`src/tsc_pkg.sv`:
```
// constants shared by the temperature conversion control block
// assumes a single 25 MHz clock and byte-wide registers behind a two-wire port
package tsc_pkg;

  // ----------------------------------------------------------------
  // timing
  // ----------------------------------------------------------------
  localparam int unsigned CLK_KHZ = 25000;
  localparam int unsigned T_CONV_NORMAL_MS = 240;
  localparam int unsigned T_CONV_FAST_MS = 6;
  localparam int unsigned T_CONV_SPS_MS = 60;
  localparam int unsigned T_SPS_IDLE_MS = 940;
  localparam int unsigned T_WAKE_MS = 1;
  localparam int unsigned CYC_CONV_NORMAL = T_CONV_NORMAL_MS * CLK_KHZ;
  localparam int unsigned CYC_CONV_FAST = T_CONV_FAST_MS * CLK_KHZ;
  localparam int unsigned CYC_CONV_SPS = T_CONV_SPS_MS * CLK_KHZ;
  localparam int unsigned CYC_SPS_IDLE = T_SPS_IDLE_MS * CLK_KHZ;
  localparam int unsigned CYC_WAKE = T_WAKE_MS * CLK_KHZ;
  localparam int CNT_W = 25;

  // ----------------------------------------------------------------
  // register pointer values
  // ----------------------------------------------------------------
  localparam logic [7:0] REG_TEMP_MSB = 8'h00;
  localparam logic [7:0] REG_TEMP_LSB = 8'h01;
  localparam logic [7:0] REG_STATUS = 8'h02;
  localparam logic [7:0] REG_CONFIG = 8'h03;
  localparam logic [7:0] REG_HIGH_MSB = 8'h04;
  localparam logic [7:0] REG_HIGH_LSB = 8'h05;
  localparam logic [7:0] REG_LOW_MSB = 8'h06;
  localparam logic [7:0] REG_LOW_LSB = 8'h07;
  localparam logic [7:0] REG_CRIT_MSB = 8'h08;
  localparam logic [7:0] REG_CRIT_LSB = 8'h09;
  localparam logic [7:0] REG_HYST = 8'h0A;
  localparam logic [7:0] REG_ID = 8'h0B;

  // ----------------------------------------------------------------
  // reset values and fields
  // ----------------------------------------------------------------
  localparam logic [7:0] RST_PTR = 8'h00;
  localparam logic [7:0] RST_CONFIG = 8'h00;
  localparam logic [15:0] RST_HIGH = 16'h2000;
  localparam logic [15:0] RST_LOW = 16'h0500;
  localparam logic [15:0] RST_CRIT = 16'h4980;
  localparam logic [3:0] RST_HYST = 4'h5;
  localparam int CFG_RES16 = 7;
  localparam int CFG_MODE_HI = 6;
  localparam int CFG_MODE_LO = 5;
  localparam int CFG_IRQ_MODE = 4;
  localparam int CFG_INT_POL = 3;
  localparam int CFG_CT_POL = 2;
  localparam int HYST_SHIFT = 7;

  typedef enum logic [1:0] {
    MODE_NORMAL = 2'b00,
    MODE_ONESHOT = 2'b01,
    MODE_SPS = 2'b10,
    MODE_SHUTDOWN = 2'b11
  } tsc_mode_t;

endpackage

```
`src/tsc_alarm_if.sv`:
```
// bundle between the control block and its limit judge
// assumes both ends share ref_clk
`timescale 1ns/100ps
interface tsc_alarm_if;
  logic done;
  logic [15:0] code;
  logic [15:0] high;
  logic [15:0] low;
  logic [15:0] crit;
  logic [3:0] hyst;
  logic [1:0] queue_sel;
  logic upd;
  logic fire;
  logic [2:0] flags;
  logic int_ok;
  logic ct_ok;
  modport ctrl (output done, code, high, low, crit, hyst, queue_sel,
                input upd, fire, flags, int_ok, ct_ok);
  modport judge (input done, code, high, low, crit, hyst, queue_sel,
                 output upd, fire, flags, int_ok, ct_ok);
endinterface

```
`src/tsc_sync.sv`:
```
// two-flop synchroniser for pins from outside the clock domain
// assumes the caller reads only sync_out
`timescale 1ns/100ps
module tsc_sync #(
  parameter int W = 1
) (
  input wire logic ref_clk,
  input wire logic rst,
  input wire logic [W-1:0] async_in,
  output logic [W-1:0] sync_out
);
  logic [W-1:0] meta_q;
  always_ff @(posedge ref_clk) begin
    if (rst) begin
      meta_q <= '1;
      sync_out <= '1;
    end else begin
      meta_q <= async_in;
      sync_out <= meta_q;
    end
  end
endmodule // tsc_sync

```
`src/tsc_fault_judge.sv`:
```
// limit comparison and fault queue for each finished conversion
// assumes done is a one-cycle pulse carrying the new code
`timescale 1ns/100ps
module tsc_fault_judge
  import tsc_pkg::*;
(
  input wire logic ref_clk,
  input wire logic rst,
  tsc_alarm_if.judge al
);
  logic signed [16:0] code_s, high_s, low_s, crit_s, hyst_s;
  logic v_crit, v_high, v_low, viol;
  logic [2:0] cnt_q;
  logic [2:0] need;

  // ----------------------------------------------------------------
  // compare codes directly
  // ----------------------------------------------------------------
  always_comb begin
    code_s = {al.code[15], al.code};
    high_s = {al.high[15], al.high};
    low_s = {al.low[15], al.low};
    crit_s = {al.crit[15], al.crit};
    hyst_s = 17'({al.hyst, 7'h00}); // 1 degree per 128 code steps, a shift by HYST_SHIFT
    v_crit = code_s > crit_s;
    v_high = code_s > high_s;
    v_low = code_s < low_s;
    viol = v_crit | v_high | v_low;
    need = 3'({1'b0, al.queue_sel}) + 3'h1;
  end

  // ----------------------------------------------------------------
  // fault queue
  // ----------------------------------------------------------------
  always_ff @(posedge ref_clk) begin
    if (rst) begin
      cnt_q <= 3'h0;
      al.fire <= 1'b0;
      al.upd <= 1'b0;
      al.flags <= 3'h0;
      al.int_ok <= 1'b0;
      al.ct_ok <= 1'b0;
    end else begin
      al.upd <= al.done;
      al.fire <= al.done & viol & ((cnt_q + 3'h1) >= need);
      if (al.done) begin
        cnt_q <= !viol ? 3'h0 : (cnt_q >= need ? need : cnt_q + 3'h1);
        al.flags <= {v_crit, v_high, v_low};
        al.int_ok <= (code_s < high_s - hyst_s) && (code_s > low_s + hyst_s);
        al.ct_ok <= code_s < crit_s - hyst_s;
      end
    end
  end
endmodule // tsc_fault_judge

```
`src/tsc_conv_ctrl.sv`:
```
// Contract
// - normal mode converts back to back, 240 ms
// - each result stored, latest one read
// - first conversion after power-up is 6 ms
// - default limits alarm above 147 and 64
// - compare result with critical, high, low
// - configurable alarm polarity and interrupt/comparator
// - one-shot code converts once then shuts down
// - each one-shot write starts fresh conversion
// - interrupt behaviour: any read clears alarms
// - one-shot comparator: mode write clears interrupt
// - one-shot comparator: mode write clears critical
// - once per second: 60 ms convert, 940 idle
// - shutdown starts no conversions
// - leaving shutdown: 1 ms wake then convert; only a move to normal mode waits, one-shot and once-per-second convert at once
// - result stays readable in shutdown
// - fault queue counts consecutive violations, max four
// - 13-bit result with three flag bits
// - bit 7 selects full 16-bit result
// - setpoints share result format
// - pointer advances after each byte read
//
// conversion sequencing, registers and two-wire slave of a temperature sensor
// assumes temp_sample is a 16-bit code from the analog front end on ref_clk
`timescale 1ns/100ps
module tsc_conv_ctrl
  import tsc_pkg::*;
#(
  parameter int unsigned CONV_NORMAL_CYC = CYC_CONV_NORMAL,
  parameter int unsigned CONV_FAST_CYC = CYC_CONV_FAST,
  parameter int unsigned CONV_SPS_CYC = CYC_CONV_SPS,
  parameter int unsigned SPS_IDLE_CYC = CYC_SPS_IDLE,
  parameter int unsigned WAKE_CYC = CYC_WAKE,
  parameter logic [7:0] ID_CODE = 8'h5A, // arbitrary value
  parameter logic [4:0] DEV_ADDR_HI = 5'h0B // arbitrary value
) (
  input wire logic ref_clk,
  input wire logic rst,
  input wire logic scl_in,
  input wire logic sda_in,
  output logic sda_out,
  output logic sda_oe_n,
  input wire logic [1:0] addr_sel_in,
  input wire logic [15:0] temp_sample,
  output logic critical_alarm_out,
  output logic interrupt_alarm_out,
  output logic conv_active
);

  // ----------------------------------------------------------------
  // pin synchronisers and edges
  // ----------------------------------------------------------------
  logic [3:0] pins_s;
  logic scl_s, sda_s, scl_p_q, sda_p_q;
  logic scl_rise, scl_fall, start_det, stop_det;

  tsc_sync #(.W(4)) u_sync (
    .ref_clk(ref_clk),
    .rst(rst),
    .async_in({addr_sel_in, scl_in, sda_in}),
    .sync_out(pins_s)
  );

  assign scl_s = pins_s[1];
  assign sda_s = pins_s[0];

  always_ff @(posedge ref_clk) begin
    if (rst) begin
      scl_p_q <= 1'b1;
      sda_p_q <= 1'b1;
    end else begin
      scl_p_q <= scl_s;
      sda_p_q <= sda_s;
    end
  end

  assign scl_rise = scl_s & ~scl_p_q;
  assign scl_fall = ~scl_s & scl_p_q;
  assign start_det = scl_s & scl_p_q & sda_p_q & ~sda_s;
  assign stop_det = scl_s & scl_p_q & ~sda_p_q & sda_s;

  // ----------------------------------------------------------------
  // registers
  // ----------------------------------------------------------------
  typedef enum logic [2:0] {
    I2C_IDLE, I2C_ADDR, I2C_ACK_A, I2C_WR, I2C_ACK_W, I2C_RD, I2C_RACK
  } tsc_i2c_t;
  typedef enum logic [1:0] {SQ_OFF, SQ_WAKE, SQ_CONV, SQ_IDLE} tsc_seq_t;

  tsc_i2c_t st_q;
  tsc_seq_t sq_q;
  tsc_mode_t mode_q, mode_new;
  logic [7:0] cfg_q, ptr_q, sh_q, rd_byte;
  logic [15:0] temp_q, high_q, low_q, crit_q;
  logic [3:0] hyst_q, bc_q;
  logic rw_q, first_q, mode_wr_q, rdy_n_q, fast_q, done_q;
  logic int_act_q, ct_act_q;
  logic wr_stb, rd_stb, restart, irq_mode;
  logic [CNT_W-1:0] cnt_q, conv_last;

  tsc_alarm_if al ();

  tsc_fault_judge u_judge (
    .ref_clk(ref_clk),
    .rst(rst),
    .al(al)
  );

  assign mode_new = tsc_mode_t'(cfg_q[CFG_MODE_HI:CFG_MODE_LO]);
  assign irq_mode = cfg_q[CFG_IRQ_MODE];
  assign wr_stb = scl_fall && st_q == I2C_WR && bc_q == 4'h8 && !first_q;
  assign rd_stb = scl_fall && ((st_q == I2C_ACK_A && rw_q) || st_q == I2C_RACK);
  assign restart = (stop_det | start_det) & mode_wr_q;

  // read data mux
  always_comb begin
    case (ptr_q)
      REG_TEMP_MSB: rd_byte = temp_q[15:8];
      REG_TEMP_LSB: rd_byte = cfg_q[CFG_RES16] ? temp_q[7:0]
                                               : {temp_q[7:3], al.flags};
      REG_STATUS: rd_byte = {rdy_n_q, al.flags, 4'h0};
      REG_CONFIG: rd_byte = cfg_q;
      REG_HIGH_MSB: rd_byte = high_q[15:8];
      REG_HIGH_LSB: rd_byte = high_q[7:0];
      REG_LOW_MSB: rd_byte = low_q[15:8];
      REG_LOW_LSB: rd_byte = low_q[7:0];
      REG_CRIT_MSB: rd_byte = crit_q[15:8];
      REG_CRIT_LSB: rd_byte = crit_q[7:0];
      REG_HYST: rd_byte = {4'h0, hyst_q};
      REG_ID: rd_byte = ID_CODE;
      default: rd_byte = 8'h00;
    endcase
  end

  // host writes; defaults give 147 and 64 degree alarms
  always_ff @(posedge ref_clk) begin
    if (rst) begin
      cfg_q <= RST_CONFIG;
      high_q <= RST_HIGH;
      low_q <= RST_LOW;
      crit_q <= RST_CRIT;
      hyst_q <= RST_HYST;
    end else if (wr_stb) begin
      case (ptr_q)
        REG_CONFIG: cfg_q <= sh_q;
        REG_HIGH_MSB: high_q[15:8] <= sh_q;
        REG_HIGH_LSB: high_q[7:0] <= sh_q;
        REG_LOW_MSB: low_q[15:8] <= sh_q;
        REG_LOW_LSB: low_q[7:0] <= sh_q;
        REG_CRIT_MSB: crit_q[15:8] <= sh_q;
        REG_CRIT_LSB: crit_q[7:0] <= sh_q;
        REG_HYST: hyst_q <= sh_q[3:0];
        default: ;
      endcase
    end
  end

  // a mode write waits for the end of the transfer
  always_ff @(posedge ref_clk) begin
    if (rst) begin
      mode_wr_q <= 1'b0;
      mode_q <= MODE_NORMAL;
    end else begin
      if (wr_stb && ptr_q == REG_CONFIG) begin
        mode_wr_q <= 1'b1;
      end else if (restart) begin
        mode_wr_q <= 1'b0;
      end
      if (restart) begin
        mode_q <= mode_new;
      end
    end
  end

  // ----------------------------------------------------------------
  // two-wire slave
  // ----------------------------------------------------------------
  always_ff @(posedge ref_clk) begin
    if (rst) begin
      st_q <= I2C_IDLE;
      bc_q <= 4'h0;
      sh_q <= 8'h00;
      rw_q <= 1'b0;
      first_q <= 1'b0;
      ptr_q <= RST_PTR;
      sda_oe_n <= 1'b1;
      sda_out <= 1'b0;
    end else if (start_det) begin
      st_q <= I2C_ADDR;
      bc_q <= 4'h0;
      sda_oe_n <= 1'b1;
    end else if (stop_det) begin
      st_q <= I2C_IDLE;
      sda_oe_n <= 1'b1;
    end else if (scl_rise) begin
      if (st_q == I2C_ADDR || st_q == I2C_WR) begin
        sh_q <= {sh_q[6:0], sda_s};
        bc_q <= bc_q + 4'h1;
      end else if (st_q == I2C_RACK && sda_s) begin
        st_q <= I2C_IDLE;
      end
    end else if (scl_fall) begin
      unique case (st_q)
        I2C_IDLE: ;
        I2C_ADDR: begin
          if (bc_q == 4'h8) begin
            if (sh_q[7:1] == {DEV_ADDR_HI, pins_s[3:2]}) begin
              st_q <= I2C_ACK_A;
              sda_oe_n <= 1'b0;
              rw_q <= sh_q[0];
            end else begin
              st_q <= I2C_IDLE;
            end
          end
        end
        I2C_ACK_A, I2C_RACK: begin
          if (st_q == I2C_RACK || rw_q) begin
            sda_oe_n <= rd_byte[7];
            sh_q <= {rd_byte[6:0], 1'b0};
            ptr_q <= ptr_q + 8'h01;
            bc_q <= 4'h1;
            st_q <= I2C_RD;
          end else begin
            sda_oe_n <= 1'b1;
            bc_q <= 4'h0;
            first_q <= 1'b1;
            st_q <= I2C_WR;
          end
        end
        I2C_WR: begin
          if (bc_q == 4'h8) begin
            sda_oe_n <= 1'b0;
            st_q <= I2C_ACK_W;
            first_q <= 1'b0;
            ptr_q <= first_q ? sh_q : ptr_q + 8'h01;
          end
        end
        I2C_ACK_W: begin
          sda_oe_n <= 1'b1;
          bc_q <= 4'h0;
          st_q <= I2C_WR;
        end
        I2C_RD: begin
          if (bc_q == 4'h8) begin
            sda_oe_n <= 1'b1;
            st_q <= I2C_RACK;
          end else begin
            sda_oe_n <= sh_q[7];
            sh_q <= {sh_q[6:0], 1'b0};
            bc_q <= bc_q + 4'h1;
          end
        end
      endcase
    end
  end

  // ----------------------------------------------------------------
  // conversion sequencer
  // ----------------------------------------------------------------
  always_comb begin
    if (fast_q) begin
      conv_last = CNT_W'(CONV_FAST_CYC - 1);
    end else if (mode_q == MODE_SPS) begin
      conv_last = CNT_W'(CONV_SPS_CYC - 1);
    end else begin
      conv_last = CNT_W'(CONV_NORMAL_CYC - 1);
    end
  end

  always_ff @(posedge ref_clk) begin
    if (rst) begin
      sq_q <= SQ_CONV;
      cnt_q <= '0;
      fast_q <= 1'b1;
      done_q <= 1'b0;
    end else begin
      done_q <= 1'b0;
      if (restart) begin
        cnt_q <= '0;
        fast_q <= 1'b0;
        unique case (mode_new)
          MODE_NORMAL: sq_q <= (mode_q == MODE_SHUTDOWN) ? SQ_WAKE : SQ_CONV;
          MODE_ONESHOT: sq_q <= SQ_CONV;
          MODE_SPS: sq_q <= SQ_CONV;
          MODE_SHUTDOWN: sq_q <= SQ_OFF;
        endcase
      end else begin
        unique case (sq_q)
          SQ_OFF: ;
          SQ_WAKE: begin
            cnt_q <= (cnt_q == CNT_W'(WAKE_CYC - 1)) ? '0 : cnt_q + 1'b1;
            if (cnt_q == CNT_W'(WAKE_CYC - 1)) sq_q <= SQ_CONV;
          end
          SQ_CONV: begin
            if (cnt_q == conv_last) begin
              cnt_q <= '0;
              done_q <= 1'b1;
              fast_q <= 1'b0;
              unique case (mode_q)
                MODE_NORMAL: sq_q <= SQ_CONV;
                MODE_ONESHOT: sq_q <= SQ_OFF;
                MODE_SPS: sq_q <= SQ_IDLE;
                MODE_SHUTDOWN: sq_q <= SQ_OFF;
              endcase
            end else begin
              cnt_q <= cnt_q + 1'b1;
            end
          end
          SQ_IDLE: begin
            cnt_q <= (cnt_q == CNT_W'(SPS_IDLE_CYC - 1)) ? '0 : cnt_q + 1'b1;
            if (cnt_q == CNT_W'(SPS_IDLE_CYC - 1)) sq_q <= SQ_CONV;
          end
        endcase
      end
    end
  end

  // result capture and ready flag
  always_ff @(posedge ref_clk) begin
    if (rst) begin
      temp_q <= 16'h0000;
      rdy_n_q <= 1'b1;
      conv_active <= 1'b0;
    end else begin
      conv_active <= sq_q == SQ_CONV;
      if (sq_q == SQ_CONV && cnt_q == conv_last && !restart) begin
        temp_q <= temp_sample;
      end
      if (done_q) begin
        rdy_n_q <= 1'b0;
      end else if (rd_stb && (ptr_q == REG_TEMP_MSB || ptr_q == REG_TEMP_LSB)) begin
        rdy_n_q <= 1'b1;
      end else if (restart && (mode_new == MODE_ONESHOT || mode_new == MODE_SPS)) begin
        rdy_n_q <= 1'b1;
      end
    end
  end

  // ----------------------------------------------------------------
  // alarm outputs
  // ----------------------------------------------------------------
  assign al.done = done_q;
  assign al.code = cfg_q[CFG_RES16] ? temp_q : {temp_q[15:3], 3'h0};
  assign al.high = high_q;
  assign al.low = low_q;
  assign al.crit = crit_q;
  assign al.hyst = hyst_q;
  assign al.queue_sel = cfg_q[1:0];

  always_ff @(posedge ref_clk) begin
    if (rst) begin
      int_act_q <= 1'b0;
      ct_act_q <= 1'b0;
    end else begin
      // a fresh alarm wins over any clear in the same cycle
      if (al.fire && (al.flags[1] || al.flags[0])) begin
        int_act_q <= 1'b1;
      end else if (irq_mode ? rd_stb
                            : (al.int_ok && (al.upd || restart))) begin
        int_act_q <= 1'b0;
      end
      if (al.fire && al.flags[2]) begin
        ct_act_q <= 1'b1;
      end else if (irq_mode ? rd_stb
                            : (al.ct_ok && (al.upd || (restart && mode_new == MODE_ONESHOT)))) begin
        ct_act_q <= 1'b0;
      end
    end
  end

  always_ff @(posedge ref_clk) begin
    if (rst) begin
      interrupt_alarm_out <= 1'b1;
      critical_alarm_out <= 1'b1;
    end else begin
      interrupt_alarm_out <= cfg_q[CFG_INT_POL] ? int_act_q : ~int_act_q;
      critical_alarm_out <= cfg_q[CFG_CT_POL] ? ct_act_q : ~ct_act_q;
    end
  end
endmodule // tsc_conv_ctrl

```
`config.mk`:
```
export PLATFORM = sky130hd
export DESIGN_NAME = tsc_conv_ctrl
export DESIGN_NICKNAME = d
export VERILOG_FILES = /design/src/tsc_pkg.sv /design/src/tsc_alarm_if.sv /design/src/tsc_sync.sv /design/src/tsc_fault_judge.sv /design/src/tsc_conv_ctrl.sv
export SDC_FILE = /design/constraint.sdc
export NUM_CORES = 1
export LEC_CHECK = 0
export BUFFER_PORTS_ARGS = -buffer_cell sky130_fd_sc_hd__buf_2
export CORE_MARGIN = 3
export CORE_UTILIZATION = 50
export CTS_BUF_LIST = sky130_fd_sc_hd__clkbuf_4 sky130_fd_sc_hd__clkbuf_8
export CTS_CLUSTER_SIZE = 30
export DETAILED_ROUTE_END_ITERATION = 8
export GPL_TIMING_DRIVEN = 0
export PLACE_DENSITY = 0.65
export SLEW_MARGIN = 20
export SYNTH_ARGS = -nofsm -noshare
export SYNTH_HDL_FRONTEND = slang
export SYNTH_SLANG_ARGS = --single-unit
```
`constraint.sdc`:
```
create_clock -name ref_clk -period 3.6 [get_ports ref_clk]
set_input_delay 0.18 -clock ref_clk [delete_from_list [all_inputs] [get_ports ref_clk]]
set_output_delay 0.18 -clock ref_clk [all_outputs]
set_load 0.01 [all_outputs]
```
==> results of run 1 <==
[final timing paths]
check | slack (ns) | endpoint | from
max | 0.15 | u_judge.al.int_ok$_SDFFE_PP0P_ | al.hyst[1]$_SDFFE_PP0P_
max reg2reg | 0.15 | u_judge.al.int_ok$_SDFFE_PP0P_ | al.hyst[1]$_SDFFE_PP0P_
min | 0.38 | st_q[1]$_SDFFE_PP0P_ | rst
min reg2reg | 0.41 | u_sync.sync_out[0]$_SDFF_PP1_ | u_sync.meta_q[0]$_SDFF_PP1_
[metal layers]
layer / track usage / vias to the layer above
li1: - / 4756
met4: 0.0745 / 0
met1: 0.398 / 4721
met2: 0.422 / 375
met5: 0 / -
met3: 0.0543 / 67
[power by group through the flow]
stage / registers (mW) / logic [mW] / clock network (mW)
2_1_floorplan: 1.83 / 0.0602 / 0
3_3_place_gp: 1.83 / 0.102 / 0
3_5_place_dp: 1.83 / 0.103 / 0
4_1_cts: 1.79 / 0.120 / 1.35
5_1_grt: 1.79 / 0.132 / 1.42
6_report: 1.79 / 0.122 / 1.35
[final cells by class]
cell class / count / area, um2
buffer: 61 / 294
clock buffer: 21 / 289
clock inverter: 10 / 100
fill: 1959 / 8870
inverter: 85 / 319
multi-input combinational: 970 / 6830
sequential: 160 / 3200
tap: 270 / 338
timing repair buffer: 44 / 320
[logic make-up (layout without fill, tap and decap cells)]
logic type / after synthesis / in the layout / synth area share
AO/OA/AOI/OAI: 327 / 327 / 0.209
XOR/XNOR: 35 / 35 / 0.0288
adder cells (fa/ha/maj): 113 / 113 / 0.135
buffers and inverters: 146 / 221 / 0.0576
flip-flops: 160 / 160 / 0.301
multiplexers: 66 / 66 / 0.0623
other: 1 / 1 / 0.000353
AND/OR/NAND/NOR: 428 / 428 / 0.206
[cell usage in the layout, fill, tap and decap left out, types with 5 or more instances in the layout]
cell type      instances
a21oi_1               93
clkbuf_8              21
xnor2_1               20
o22ai_1                9
ha_1                 110
a221oi_1              12
nor2b_1               16
nand2b_1              11
o211ai_1              27
or2_2                 13
nand3_1               38
a31oi_1                9
buf_4                  7
dfxtp_1              160
xor2_1                15
o21ai_0               46
a21boi_0               5
o31ai_1               13
nor4_1                13
and3_1                 8
inv_1                 85
dlygate4sd3_1         20
nor3_1                21
buf_2                 36
mux2i_1               64
a211oi_1              15
nand4_1               25
and2_1                 9
a22oi_1               15
nand2_1               88
clkbuf_1              39
nor2_1               141
nand4b_1               5
a21o_1                27
[through the flow]
step / hold slack, ns / cells / power [mW] / cell area, um2
after floorplan: 0.284 / 1276 / 1.89 / 10600
after global placement: 0.365 / 1570 / 1.93 / 11100
after detailed placement: 0.364 / 1570 / 1.93 / 11100
after CTS: 0.372 / 1621 / 3.26 / 11700
after global routing: 0.413 / 1621 / 3.34 / 11700
final: 0.376 / 1621 / 3.26 / 11700
[what timing repair did]
| action | 4_1_cts | 5_1_grt |
|---|---|---|
| endpoints found under the hold margin | 20 | 0 |
| resized for setup | 0 | 1 |
| hold buffers | 20 | 0 |
| setup endpoints to repair | 0 | 1 |
[sequential cells by signal (all words and copies together), names as in the netlist, 4 cells and up]
signal,count
sh_q,8
cfg_q,8
cnt_q,25
al.hyst,4
temp_q,16
al.crit,16
al.high,16
al.low,16
bc_q,4
u_sync.meta_q,4
u_sync.sync_out,4
ptr_q,8
[worst reg2reg max path, cell delays in order, from the launching register on]
cell and delay, ns:
dfxtp_1 0.43, ha_1 0.26, a21o_1 0.18, a21oi_1 0.22, nor2b_1 0.07, o21ai_0 0.44
nor3_1 0.12, xnor2_1 0.15, ha_1 0.30, a21o_1 0.18, a2111oi_0 0.42, o211ai_1 0.27
a32o_1 0.31
==> parameters.txt, run 1 <==
Parameter                              Value

Status
  Outcome ... finished, final reports clean

CTS
  CTS H-Tree Depth ... 4
  TritonCTS clock tree ... yes
  Insertion delay of the later-clocked pin in the worst-skew pair ... around 0.47 ns
  Clk sink count ... 160
  Clock transition at the registers of the reported paths ... around 0.1 ns
  Number of buffers added by the clock tree synthesis step ... 17
  Post-CTS Repair Setup Buffers ... 0
  Clock tree buffer depth ... 2
  Library cell used as clock root buffer ... clkbuf_8

Setup path
  Worst path top cell family by delay ... compound AO/OA/AOI/OAI gates
  Crit Path Class ... reg2reg
  Stages on the worst setup path ... 12
  CP max stage cell ... o21ai_0
  Category of the worst setup path launch point ... flip-flop
  Critical path's largest stage delay ... between 0.4 and 0.5 ns
  Data arrival time of the critical path ... between 3 and 4 ns
  Critical path buffers and inverters ... 0
  Required time of the critical path ... about 4.0 ns
  Sort of element at the end of the critical path ... flip-flop
  Worst-path cell chain ... ha_1 -> a21o_1 -> a21oi_1 -> nor2b_1 -> o21ai_0 -> nor3_1 -> xnor2_1 -> ha_1 -> a21o_1 -> a2111oi_0 -> o211ai_1 -> a32o_1
  Depth of the most critical reg-to-reg path ... 12
  Maximum fanout encountered on the critical timing path ... 4

Synthesis
  Top flip-flop cell by instance count after synthesis ... dfxtp_1
  Cell with the most instances after synthesis ... dfxtp_1
  Number of unique standard cell types used by synthesis ... 88
  Count of yosys warnings during synthesis ... 0
  Ranking of synthesized cells by instance count ... dfxtp_1 (160), nor2_1 (141), ha_1 (110)
  Cell count after synthesis ... around 1300
  Dominant cells by area after synthesis ... dfxtp_1 (30%), ha_1 (13%), mux2i_1 (6.0%), nor2_1 (5.0%), a21oi_1 (4.4%)
  Post-synth design cell area ... 10600 um2
  Fraction of registers with async set or reset after synthesis ... 0
  EDFF count, synth ... 0
  Sequential share of the synthesized area ... 0.301
  Post-synthesis register bit count ... 160
  Area share of the largest cell type after synthesis ... 0.301
  Top cell type by total area after synthesis ... dfxtp_1
  Syn Nets ... around 1400
  Average footprint of a synthesized cell ... approximately 8.3 um2

Placed design
  RD Place Congestion ... about 1.0
  HPWL after detailed placement ... 24100 um
  I/O Buffers ... 24
  Dpl ws ... about 0.23 ns

Hold path
  Tightest Hold Check Type ... in2reg
  Hold Path Stages ... 4

Pwr
  Relative contribution of combinational cells to total power ... 0.037
  Fraction of power spent switching nets ... 0.248
  Max IR drop VDD ... roughly 210 uV
  Share of power burned in registers ... 0.549
  Clock share of power ... 0.413
  Ratio of total power to cell area ... 278 nW/um2
  Leakage ... about 4.5 nW
  Cell-internal power ... 2.45 mW
  Switching power ... ~0.81 mW

Final layout
  Diode insertion count for antenna repair ... 0
  Area added between synthesis and finish ... 9.89%
  Fraction of the core area covered by cells at the end of the flow ... 0.569
  Post-layout nets ... roughly 1500
  Proportion of layout cells with a drive suffix above 1 ... 0.0844

Floorplan
  Number of top-level pins ... 27
  Die width ... between 150 and 200 um
  Die height ... 152 um
  Initial standard-cell utilization of the core ... 0.517
  Die footprint ... about 23000 um2
  Number of rows in the core area ... 52
  Placeable core region ... between 20000 and 25000 um2

Routing
  Initial detailed-routing violation count ... 1006
  # DRC ... 0
  Highest metal layer with signal wires ... met4
  Total length of routed wires ... roughly 33000 um
  Met1 routed wirelength after detailed routing ... ~15000 um
  Final routed wire length divided by cell count ... roughly 20 um
  Total length of routed met3 wires ... around 2700 um
  Antenna violation net count after detailed routing ... 0
  Met2 routed wirelength ... roughly 14000 um
  DR vias/cell ... approximately 6.1
  Routed via count ... 9919
  Drt pass-1 iters ... 6

STA
  Worst slew pin tran ... between 0.9 and 1 ns
  Final worst path period need ... between 3 and 4 ns
  Share of the cycle needed by the critical path after routing ... 0.959
  Achievable frequency ... just under 300 MHz
  Worst-case setup margin in the final layout ... around 0.15 ns
  Slew Limit Headroom ... 0.330
  Number of setup violations in the final report ... 0
  Total count of hold-check failures in the final report ... 0
  Setup repair after global routing missed its margin ... no
  Total negative slack ... 0 ns
  Clock skew after layout ... ~0.018 ns
  Final slew viol count ... 0

GRT
  Vias in the first global route ... slightly above 9000
  First-pass GRT wire length ... 51200 um
  Number of antenna violations at the first check in global routing ... 0
  Global-route total usage across every layer ... 0.276
  Overflow left after global routing ... 0
  Pin count of the biggest net entering global routing ... 17

Job
  Maxcap violations ... 0
Power figures use the tool's default switching activity.
==> run 2: changes to the inputs <==
--- a/config.mk
+++ b/config.mk
@@ -6,13 +6,13 @@
 export NUM_CORES = 1
 export LEC_CHECK = 0
 export BUFFER_PORTS_ARGS = -buffer_cell sky130_fd_sc_hd__buf_2
-export CORE_MARGIN = 3
-export CORE_UTILIZATION = 50
+export CORE_MARGIN = 2
+export CORE_UTILIZATION = 30
 export CTS_BUF_LIST = sky130_fd_sc_hd__clkbuf_4 sky130_fd_sc_hd__clkbuf_8
 export CTS_CLUSTER_SIZE = 30
 export DETAILED_ROUTE_END_ITERATION = 8
 export GPL_TIMING_DRIVEN = 0
-export PLACE_DENSITY = 0.65
+export PLACE_DENSITY = 0.43
 export SLEW_MARGIN = 20
 export SYNTH_ARGS = -nofsm -noshare
 export SYNTH_HDL_FRONTEND = slang
==> constraint.sdc (replaced) <==
create_clock -name ref_clk -period 4.15 [get_ports ref_clk]
set_input_delay 0.2075 -clock ref_clk [delete_from_list [all_inputs] [get_ports ref_clk]]
set_output_delay 0.2075 -clock ref_clk [all_outputs]
set_load 0.01 [all_outputs]
==> parameters.txt, run 2 (synthesis results as in run 1) <==
Parameter                              Value

CTS
  Library cell used as clock root buffer ... clkbuf_8
  Clock tree buffer depth ... 2
  Cts repair resizes ... 0
  CTS H-Tree Depth ... 4
  Clock transition at the registers of the reported paths ... roughly 0.10 ns
  TritonCTS clock tree ... yes
  Insertion delay of the later-clocked pin in the worst-skew pair ... ~0.5 ns
  Clk sink count ... 160
  Number of buffers added by the clock tree synthesis step ... 17

Final layout
  Non-Filler Cell Area, Final ... around 12000 um2
  Filler instances ... between 3000 and 4000
  Count of placed standard cells in the final layout, fillers left out ... between 1500 and 2000
  Proportion of layout cells with a drive suffix above 1 ... 0.0836
  Register with the most flip-flops ... cnt_q
  Diode insertion count for antenna repair ... 0
  Max FFs per register ... 25
  Area added between synthesis and finish ... 12.8%
  Post-layout nets ... ~1500
  Most used cells in the layout excluding fill and tap cells ... dfxtp_1 (160), nor2_1 (141), ha_1 (110)
  Leading cell type in the layout, fill and taps excluded ... dfxtp_1

Setup path
  Category of the worst setup path launch point ... flip-flop
  Launching element of the worst setup path ... al.hyst[1]$_SDFFE_PP0P_
  Capturing instance or port of the critical path ... u_judge.al.int_ok$_SDFFE_PP0P_
  Required time of the critical path ... 4.54 ns
  Crit Path Class ... reg2reg
  Depth of the most critical reg-to-reg path ... 12
  Maximum fanout encountered on the critical timing path ... 4
  Start of the worst register-to-register path ... al.hyst[1]$_SDFFE_PP0P_
  Data arrival time of the critical path ... between 3 and 4 ns
  FF-to-FF setup slack ... 0.78 ns
  R2r endpoint ... u_judge.al.int_ok$_SDFFE_PP0P_
  Sort of element at the end of the critical path ... flip-flop

Pwr
  Leakage ... around 4.5 nW
  Ratio of total power to cell area ... 257 nW/um2
  Max IR drop VDD ... about 190 uV

GRT
  Global-route track usage on met1 ... 0.297
  First-pass GRT wire length ... 57200 um
  Global-route total usage across every layer ... 0.208
  Met2 usage ... 0.316
  Number of antenna violations at the first check in global routing ... 0
  Overflow left after global routing ... 0
  Pin count of the biggest net entering global routing ... 17
  Most congested layer reported by global routing ... met2
  Vias in the first global route ... just over 9000
  Global-route track usage on met3 ... 0.0309

STA
  Share of the cycle needed by the critical path after routing ... 0.813
  Worst-case setup margin in the final layout ... around 0.78 ns
  Slew Limit Headroom ... 0.287
  Total count of hold-check failures in the final report ... 0
  Total negative slack ... 0 ns
  Clock skew after layout ... 0.0195 ns
  Worst slew pin tran ... around 1.1 ns
  Final slew viol count ... 0
  Final worst path period need ... between 3 and 4 ns
  Number of setup violations in the final report ... 0
  Worst hold slack ... roughly 0.35 ns
  Achievable frequency ... between 200 and 300 MHz
  Setup repair after global routing missed its margin ... no

Hold path
  Tightest Hold Check Type ... in2reg

Placed design
  I/O Buffers ... 24
  Dpl ws ... about 0.81 ns
  Placed inst area ... approximately 11000 um2
  Placed Cells ... between 1500 and 2000
  RD Place Congestion ... 0.903
  HPWL after detailed placement ... 27900 um

Floorplan
  Die footprint ... ~37000 um2
  Number of top-level pins ... 27
  Die height ... between 150 and 200 um
  Number of rows in the core area ... 68
  Die width ... about 190 um
  Placeable core region ... 34700 um2
  Initial standard-cell utilization of the core ... 0.306

Routing
  Antenna violation net count after detailed routing ... 0
  DR vias/cell ... 5.35
  Drt pass-1 iters ... 6
  Final routed wire length divided by cell count ... between 20 and 25 um
  # DRC ... 0
  Routed via count ... roughly 9700
  Total length of routed wires ... between 30000 and 40000 um
  Initial detailed-routing violation count ... between 700 and 800

Job
  Maxcap violations ... 0

Status
  Outcome ... finished, final reports clean
==> run 2: changes by cell type in the layout (fill, tap and decap cells not counted), sizes merged <==
| cell | previous run | this run |
|---|---|---|
| bufinv | 1 | 5 |
| clkbuf | 60 | 59 |
| clkinv | 5 | 3 |
| inv | 88 | 87 |
==> run 2: layout make-up <==
type | count | area (um2) | area share
plain buffers | 61 | 294 | 0.0245
clock buffers | 20 | 275 | 0.0229
clock inverters | 11 | 201 | 0.0168
inverters | 85 | 319 | 0.0266
multi-input cells | 970 | 6820 | 0.568
flip-flops and latches | 160 | 3200 | 0.267
well taps | 455 | 569 | 0.0474
repair buffers | 44 | 320 | 0.0267
==> run 2: per-stage QoR <==
| stage | power (mW) | util |
|---|---|---|
| after floorplan | 1.64 | - |
| after global placement | 1.68 | 0.326 |
| after detailed placement | 1.68 | 0.326 |
| after CTS | 3.13 | 0.346 |
| after global routing | 3.18 | 0.346 |
| final | 3.09 | 0.346 |
==> run 2: power by group <==
| part | switching [mW] | internal, mW |
|---|---|---|
| Clock | 0.659 | 0.768 |
| Combinational | 0.0710 | 0.0396 |
| Sequential | 0.00888 | 1.54 |
| Total | 0.739 | 2.35 |
==> run 2: worst min-delay path by stage <==
stage / start / to / slack [ns] / cells after the start
floorplan: sda_in / u_sync.meta_q[0]$_SDFF_PP1_ / 0.31 / 1
global placement: addr_sel_in[0] / u_sync.meta_q[2]$_SDFF_PP1_ / 0.40 / 2
detailed placement: addr_sel_in[0] / u_sync.meta_q[2]$_SDFF_PP1_ / 0.39 / 2
CTS: rst / st_q[1]$_SDFFE_PP0P_ / 0.36 / 4
global route: u_sync.meta_q[3]$_SDFF_PP1_ / u_sync.sync_out[3]$_SDFF_PP1_ / 0.43 / 1
finish: rst / st_q[1]$_SDFFE_PP0P_ / 0.35 / 4
==> run 2: critical path: stages (launching register included) <==
cell	delay (ns)
dfxtp_1	0.42
ha_1	0.26
a21o_1	0.18
a21oi_1	0.21
nor2b_1	0.07
o21ai_0	0.38
nor3_1	0.11
xnor2_1	0.15
ha_1	0.30
a21o_1	0.18
a2111oi_0	0.49
o211ai_1	0.23
a32o_1	0.29
==> run 2: layer usage <==
layer,up-vias,wire [um]
met4,0,1140
li1,4749,-
met2,259,16200
met5,-,0
met3,53,1760
met1,4598,18600
==> run 2: timing repair <==
action	4_1_cts	5_1_grt
setup buffers	0	0
hold buffers	20	0
hold endpoints to repair	20	0
endpoints found under the setup margin	0	0
==> run 3: changes to the inputs <==
--- a/config.mk
+++ b/config.mk
@@ -5,6 +5,7 @@
 export SDC_FILE = /design/constraint.sdc
 export NUM_CORES = 1
 export LEC_CHECK = 0
+export ABC_AREA = 1
 export BUFFER_PORTS_ARGS = -buffer_cell sky130_fd_sc_hd__buf_2
 export CORE_MARGIN = 2
 export CORE_UTILIZATION = 30
@@ -12,7 +13,7 @@
 export CTS_CLUSTER_SIZE = 30
 export DETAILED_ROUTE_END_ITERATION = 8
 export GPL_TIMING_DRIVEN = 0
-export PLACE_DENSITY = 0.43
+export PLACE_DENSITY = 0.45
 export SLEW_MARGIN = 20
 export SYNTH_ARGS = -nofsm -noshare
 export SYNTH_HDL_FRONTEND = slang
==> constraint.sdc (replaced) <==
create_clock -name ref_clk -period 3 [get_ports ref_clk]
set_input_delay 0.15 -clock ref_clk [delete_from_list [all_inputs] [get_ports ref_clk]]
set_output_delay 0.15 -clock ref_clk [all_outputs]
set_load 0.01 [all_outputs]
==> parameters.txt, run 3 <==
Parameter                              Value

Status
  Outcome ... complete, but fails checks
  Failing checks ... setup timing

Routing
  Final routed wire length divided by cell count ... between 15 and 20 um
  Routed via count ... approximately 11000
  Antenna violation net count after detailed routing ... 0
  Drt pass-1 iters ... 7
  Total length of routed wires ... ~40000 um
  DR vias/cell ... ~5.0
  # DRC ... 0
  Initial detailed-routing violation count ... 830

STA
  Worst hold slack ... 0.384 ns
  Number of setup violations in the final report ... 1
  Share of the cycle needed by the critical path after routing ... 1.04
  Total count of hold-check failures in the final report ... 0
  Final slew viol count ... 0
  Clock skew after layout ... 0.0212 ns
  Achievable frequency ... 321 MHz
  Final worst path period need ... 3.11 ns
  Worst slew pin tran ... between 0.9 and 1 ns
  Setup repair after global routing missed its margin ... yes
  Worst-case setup margin in the final layout ... -0.113 ns
  Slew Limit Headroom ... 0.384

Floorplan
  Die height ... 196 um
  Number of top-level pins ... 27
  Number of rows in the core area ... 70
  Initial standard-cell utilization of the core ... 0.303
  Die width ... just under 200 um
  Die footprint ... around 38000 um2
  Placeable core region ... approximately 37000 um2

Pwr
  Ratio of total power to cell area ... around 320 nW/um2
  Fraction of power spent switching nets ... 0.283
  Relative contribution of combinational cells to total power ... 0.054
  Leakage ... roughly 5.7 nW
  Max IR drop VDD ... ~290 uV
  Share of power burned in registers ... 0.535
  Switching power ... roughly 1.1 mW
  Cell-internal power ... a little under 3 mW
  Overall power ... between 4 and 5 mW
  Clock share of power ... 0.410

Final layout
  Most used cells in the layout excluding fill and tap cells ... nand2_1 (350), inv_1 (195), a21oi_1 (159)
  Register with the most flip-flops ... cnt_q
  Diode insertion count for antenna repair ... 0
  Max FFs per register ... 25
  Filler instances ... 4022
  Post-layout nets ... between 1500 and 2000
  Register cell area after layout ... ~3200 um2
  Proportion of layout cells with a drive suffix above 1 ... 0.121
  Total area of multi-input combinational cells ... 7090 um2
  Leading cell type in the layout, fill and taps excluded ... nand2_1
  Area added between synthesis and finish ... 15.6%

GRT
  Pin count of the biggest net entering global routing ... 17
  First-pass GRT wire length ... 61800 um
  Number of antenna violations at the first check in global routing ... 0
  Global-route total usage across every layer ... 0.212
  Vias in the first global route ... approximately 11000
  Overflow left after global routing ... 0

Hold path
  Tightest Hold Check Type ... in2reg
  HP Start ... scl_in

Synthesis
  Cell with the most instances after synthesis ... nand2_1
  Area share of the largest cell type after synthesis ... 0.289
  Sequential share of the synthesized area ... 0.289
  Cell count after synthesis ... 1648
  Count of yosys warnings during synthesis ... 0
  Fraction of registers with async set or reset after synthesis ... 0
  EDFF count, synth ... 0
  Top cell type by total area after synthesis ... dfxtp_1
  Ranking of synthesized cells by instance count ... nand2_1 (356), inv_1 (205), a21oi_1 (163)
  Average footprint of a synthesized cell ... between 6 and 7 um2
  Number of unique standard cell types used by synthesis ... 50
  Post-synth design cell area ... around 11000 um2
  Dominant cells by area after synthesis ... dfxtp_1 (29%), ha_1 (12%), nand2_1 (12%), a21oi_1 (7.4%), inv_1 (6.9%)
  Syn Nets ... roughly 1800
  Top flip-flop cell by instance count after synthesis ... dfxtp_1
  Post-synthesis register bit count ... 160

CTS
  Clock tree buffer depth ... 2
  Insertion delay of the later-clocked pin in the worst-skew pair ... about 0.50 ns
  Clk sink count ... 160
  Library cell used as clock root buffer ... clkbuf_8
  CTS H-Tree Depth ... 4
  Clock transition at the registers of the reported paths ... about 0.10 ns
  TritonCTS clock tree ... yes
  Number of buffers added by the clock tree synthesis step ... 17

Setup path
  Required time of the critical path ... between 3 and 4 ns
  Start of the worst register-to-register path ... al.hyst[0]$_SDFFE_PP1P_
  Launching element of the worst setup path ... al.hyst[0]$_SDFFE_PP1P_
  Sort of element at the end of the critical path ... flip-flop
  Data arrival time of the critical path ... 3.48 ns
  Category of the worst setup path launch point ... flip-flop
  Maximum fanout encountered on the critical timing path ... 5
  Crit Path Class ... reg2reg

Job
  Maxcap violations ... 0

Placed design
  HPWL after detailed placement ... roughly 30000 um
  RD Place Congestion ... a little over 0.9
  I/O Buffers ... 25
  Dpl ws ... -0.659 ns
run 3: layer usage:
| metal | vias up | wire length, um | share of wire | track usage |
|---|---|---|---|---|
| li1 | 5611 | - | - | - |
| met1 | 5159 | 19600 | 0.49 | 0.293 |
| met2 | 238 | 17300 | 0.43 | 0.332 |
| met3 | 55 | 2090 | 0.052 | 0.0373 |
| met4 | 0 | 1080 | 0.027 | 0.0724 |
| met5 | - | 0 | 0 | 0 |
run 3: final cells by class:
| cell class | count | share of cell area |
|---|---|---|
| plain buffers | 38 | 0.0151 |
| clock buffers | 17 | 0.0183 |
| clock inverters | 15 | 0.0117 |
| inverters | 223 | 0.0658 |
| multi-input cells | 1227 | 0.554 |
| flip-flops and latches | 160 | 0.251 |
| well taps | 468 | 0.0457 |
| repair buffers | 63 | 0.0387 |
run 3: path summary, 6_finish.rpt:
check,end,slack (ns),depth (start not counted)
hold reg to reg,u_sync.sync_out[1]$_SDFF_PP1_,0.42,1
setup / recovery,u_judge.al.int_ok$_SDFFE_PP0P_,-0.11,19
setup reg to reg,u_judge.al.int_ok$_SDFFE_PP0P_,-0.11,19
hold / removal,u_sync.meta_q[1]$_SDFF_PP1_,0.38,3
run 3: power groups by stage:
stage | logic, mW | clock network, mW | registers, mW
floorplan | 0.119 | 0 | 2.21
global placement | 0.198 | 0 | 2.22
detailed placement | 0.198 | 0 | 2.22
CTS | 0.220 | 1.70 | 2.17
global route | 0.243 | 1.79 | 2.17
finish | 0.220 | 1.66 | 2.17
run 3: what timing repair did:
action / in CTS / in global routing
pin swaps: 19 / 31
hold buffers: 21 / 0
setup buffers: 15 / 3
hold endpoints to repair: 21 / 0
endpoints found under the setup margin: 2 / 2
gates resized for setup: 38 / 36
run 3: critical path, stage by stage, from the launching register on:
cell and delay [ns]:
dfxtp_4 0.40, buf_6 0.12, ha_4 0.11, inv_2 0.04, fa_2 0.34, and3_4 0.17, a211oi_4 0.19, nand3_2 0.11
nor3_2 0.14, xor2_1 0.17, ha_1 0.25, nand2_1 0.08, inv_2 0.06, nand3_4 0.07, inv_2 0.05, a21oi_4 0.15
nand3_2 0.14, or2_4 0.26, nand3_4 0.10, a21oi_2 0.05
run 3: cells by family (layout without fill, tap and decap cells):
family,after synthesis,after routing,share of synthesized area
buffers and inverters,261,356,0.0932
XOR/XNOR,38,38,0.0300
AND/OR/NAND/NOR,728,728,0.291
flip-flops,160,160,0.289
other,1,1,0.000339
adder cells (fa/ha/maj),113,113,0.130
AO/OA/AOI/OAI,347,347,0.166
run 3: stage by stage:
step	area [um2]	TNS [ns]	util	cells
final	12800	-0.113	0.351	2211
after floorplan	11100	0	-	1648
after global placement	11800	-1.22	0.323	2141
after detailed placement	11800	-1.22	0.323	2141
after CTS	12700	-0.397	0.346	2209
after global routing	12800	-0.386	0.351	2211
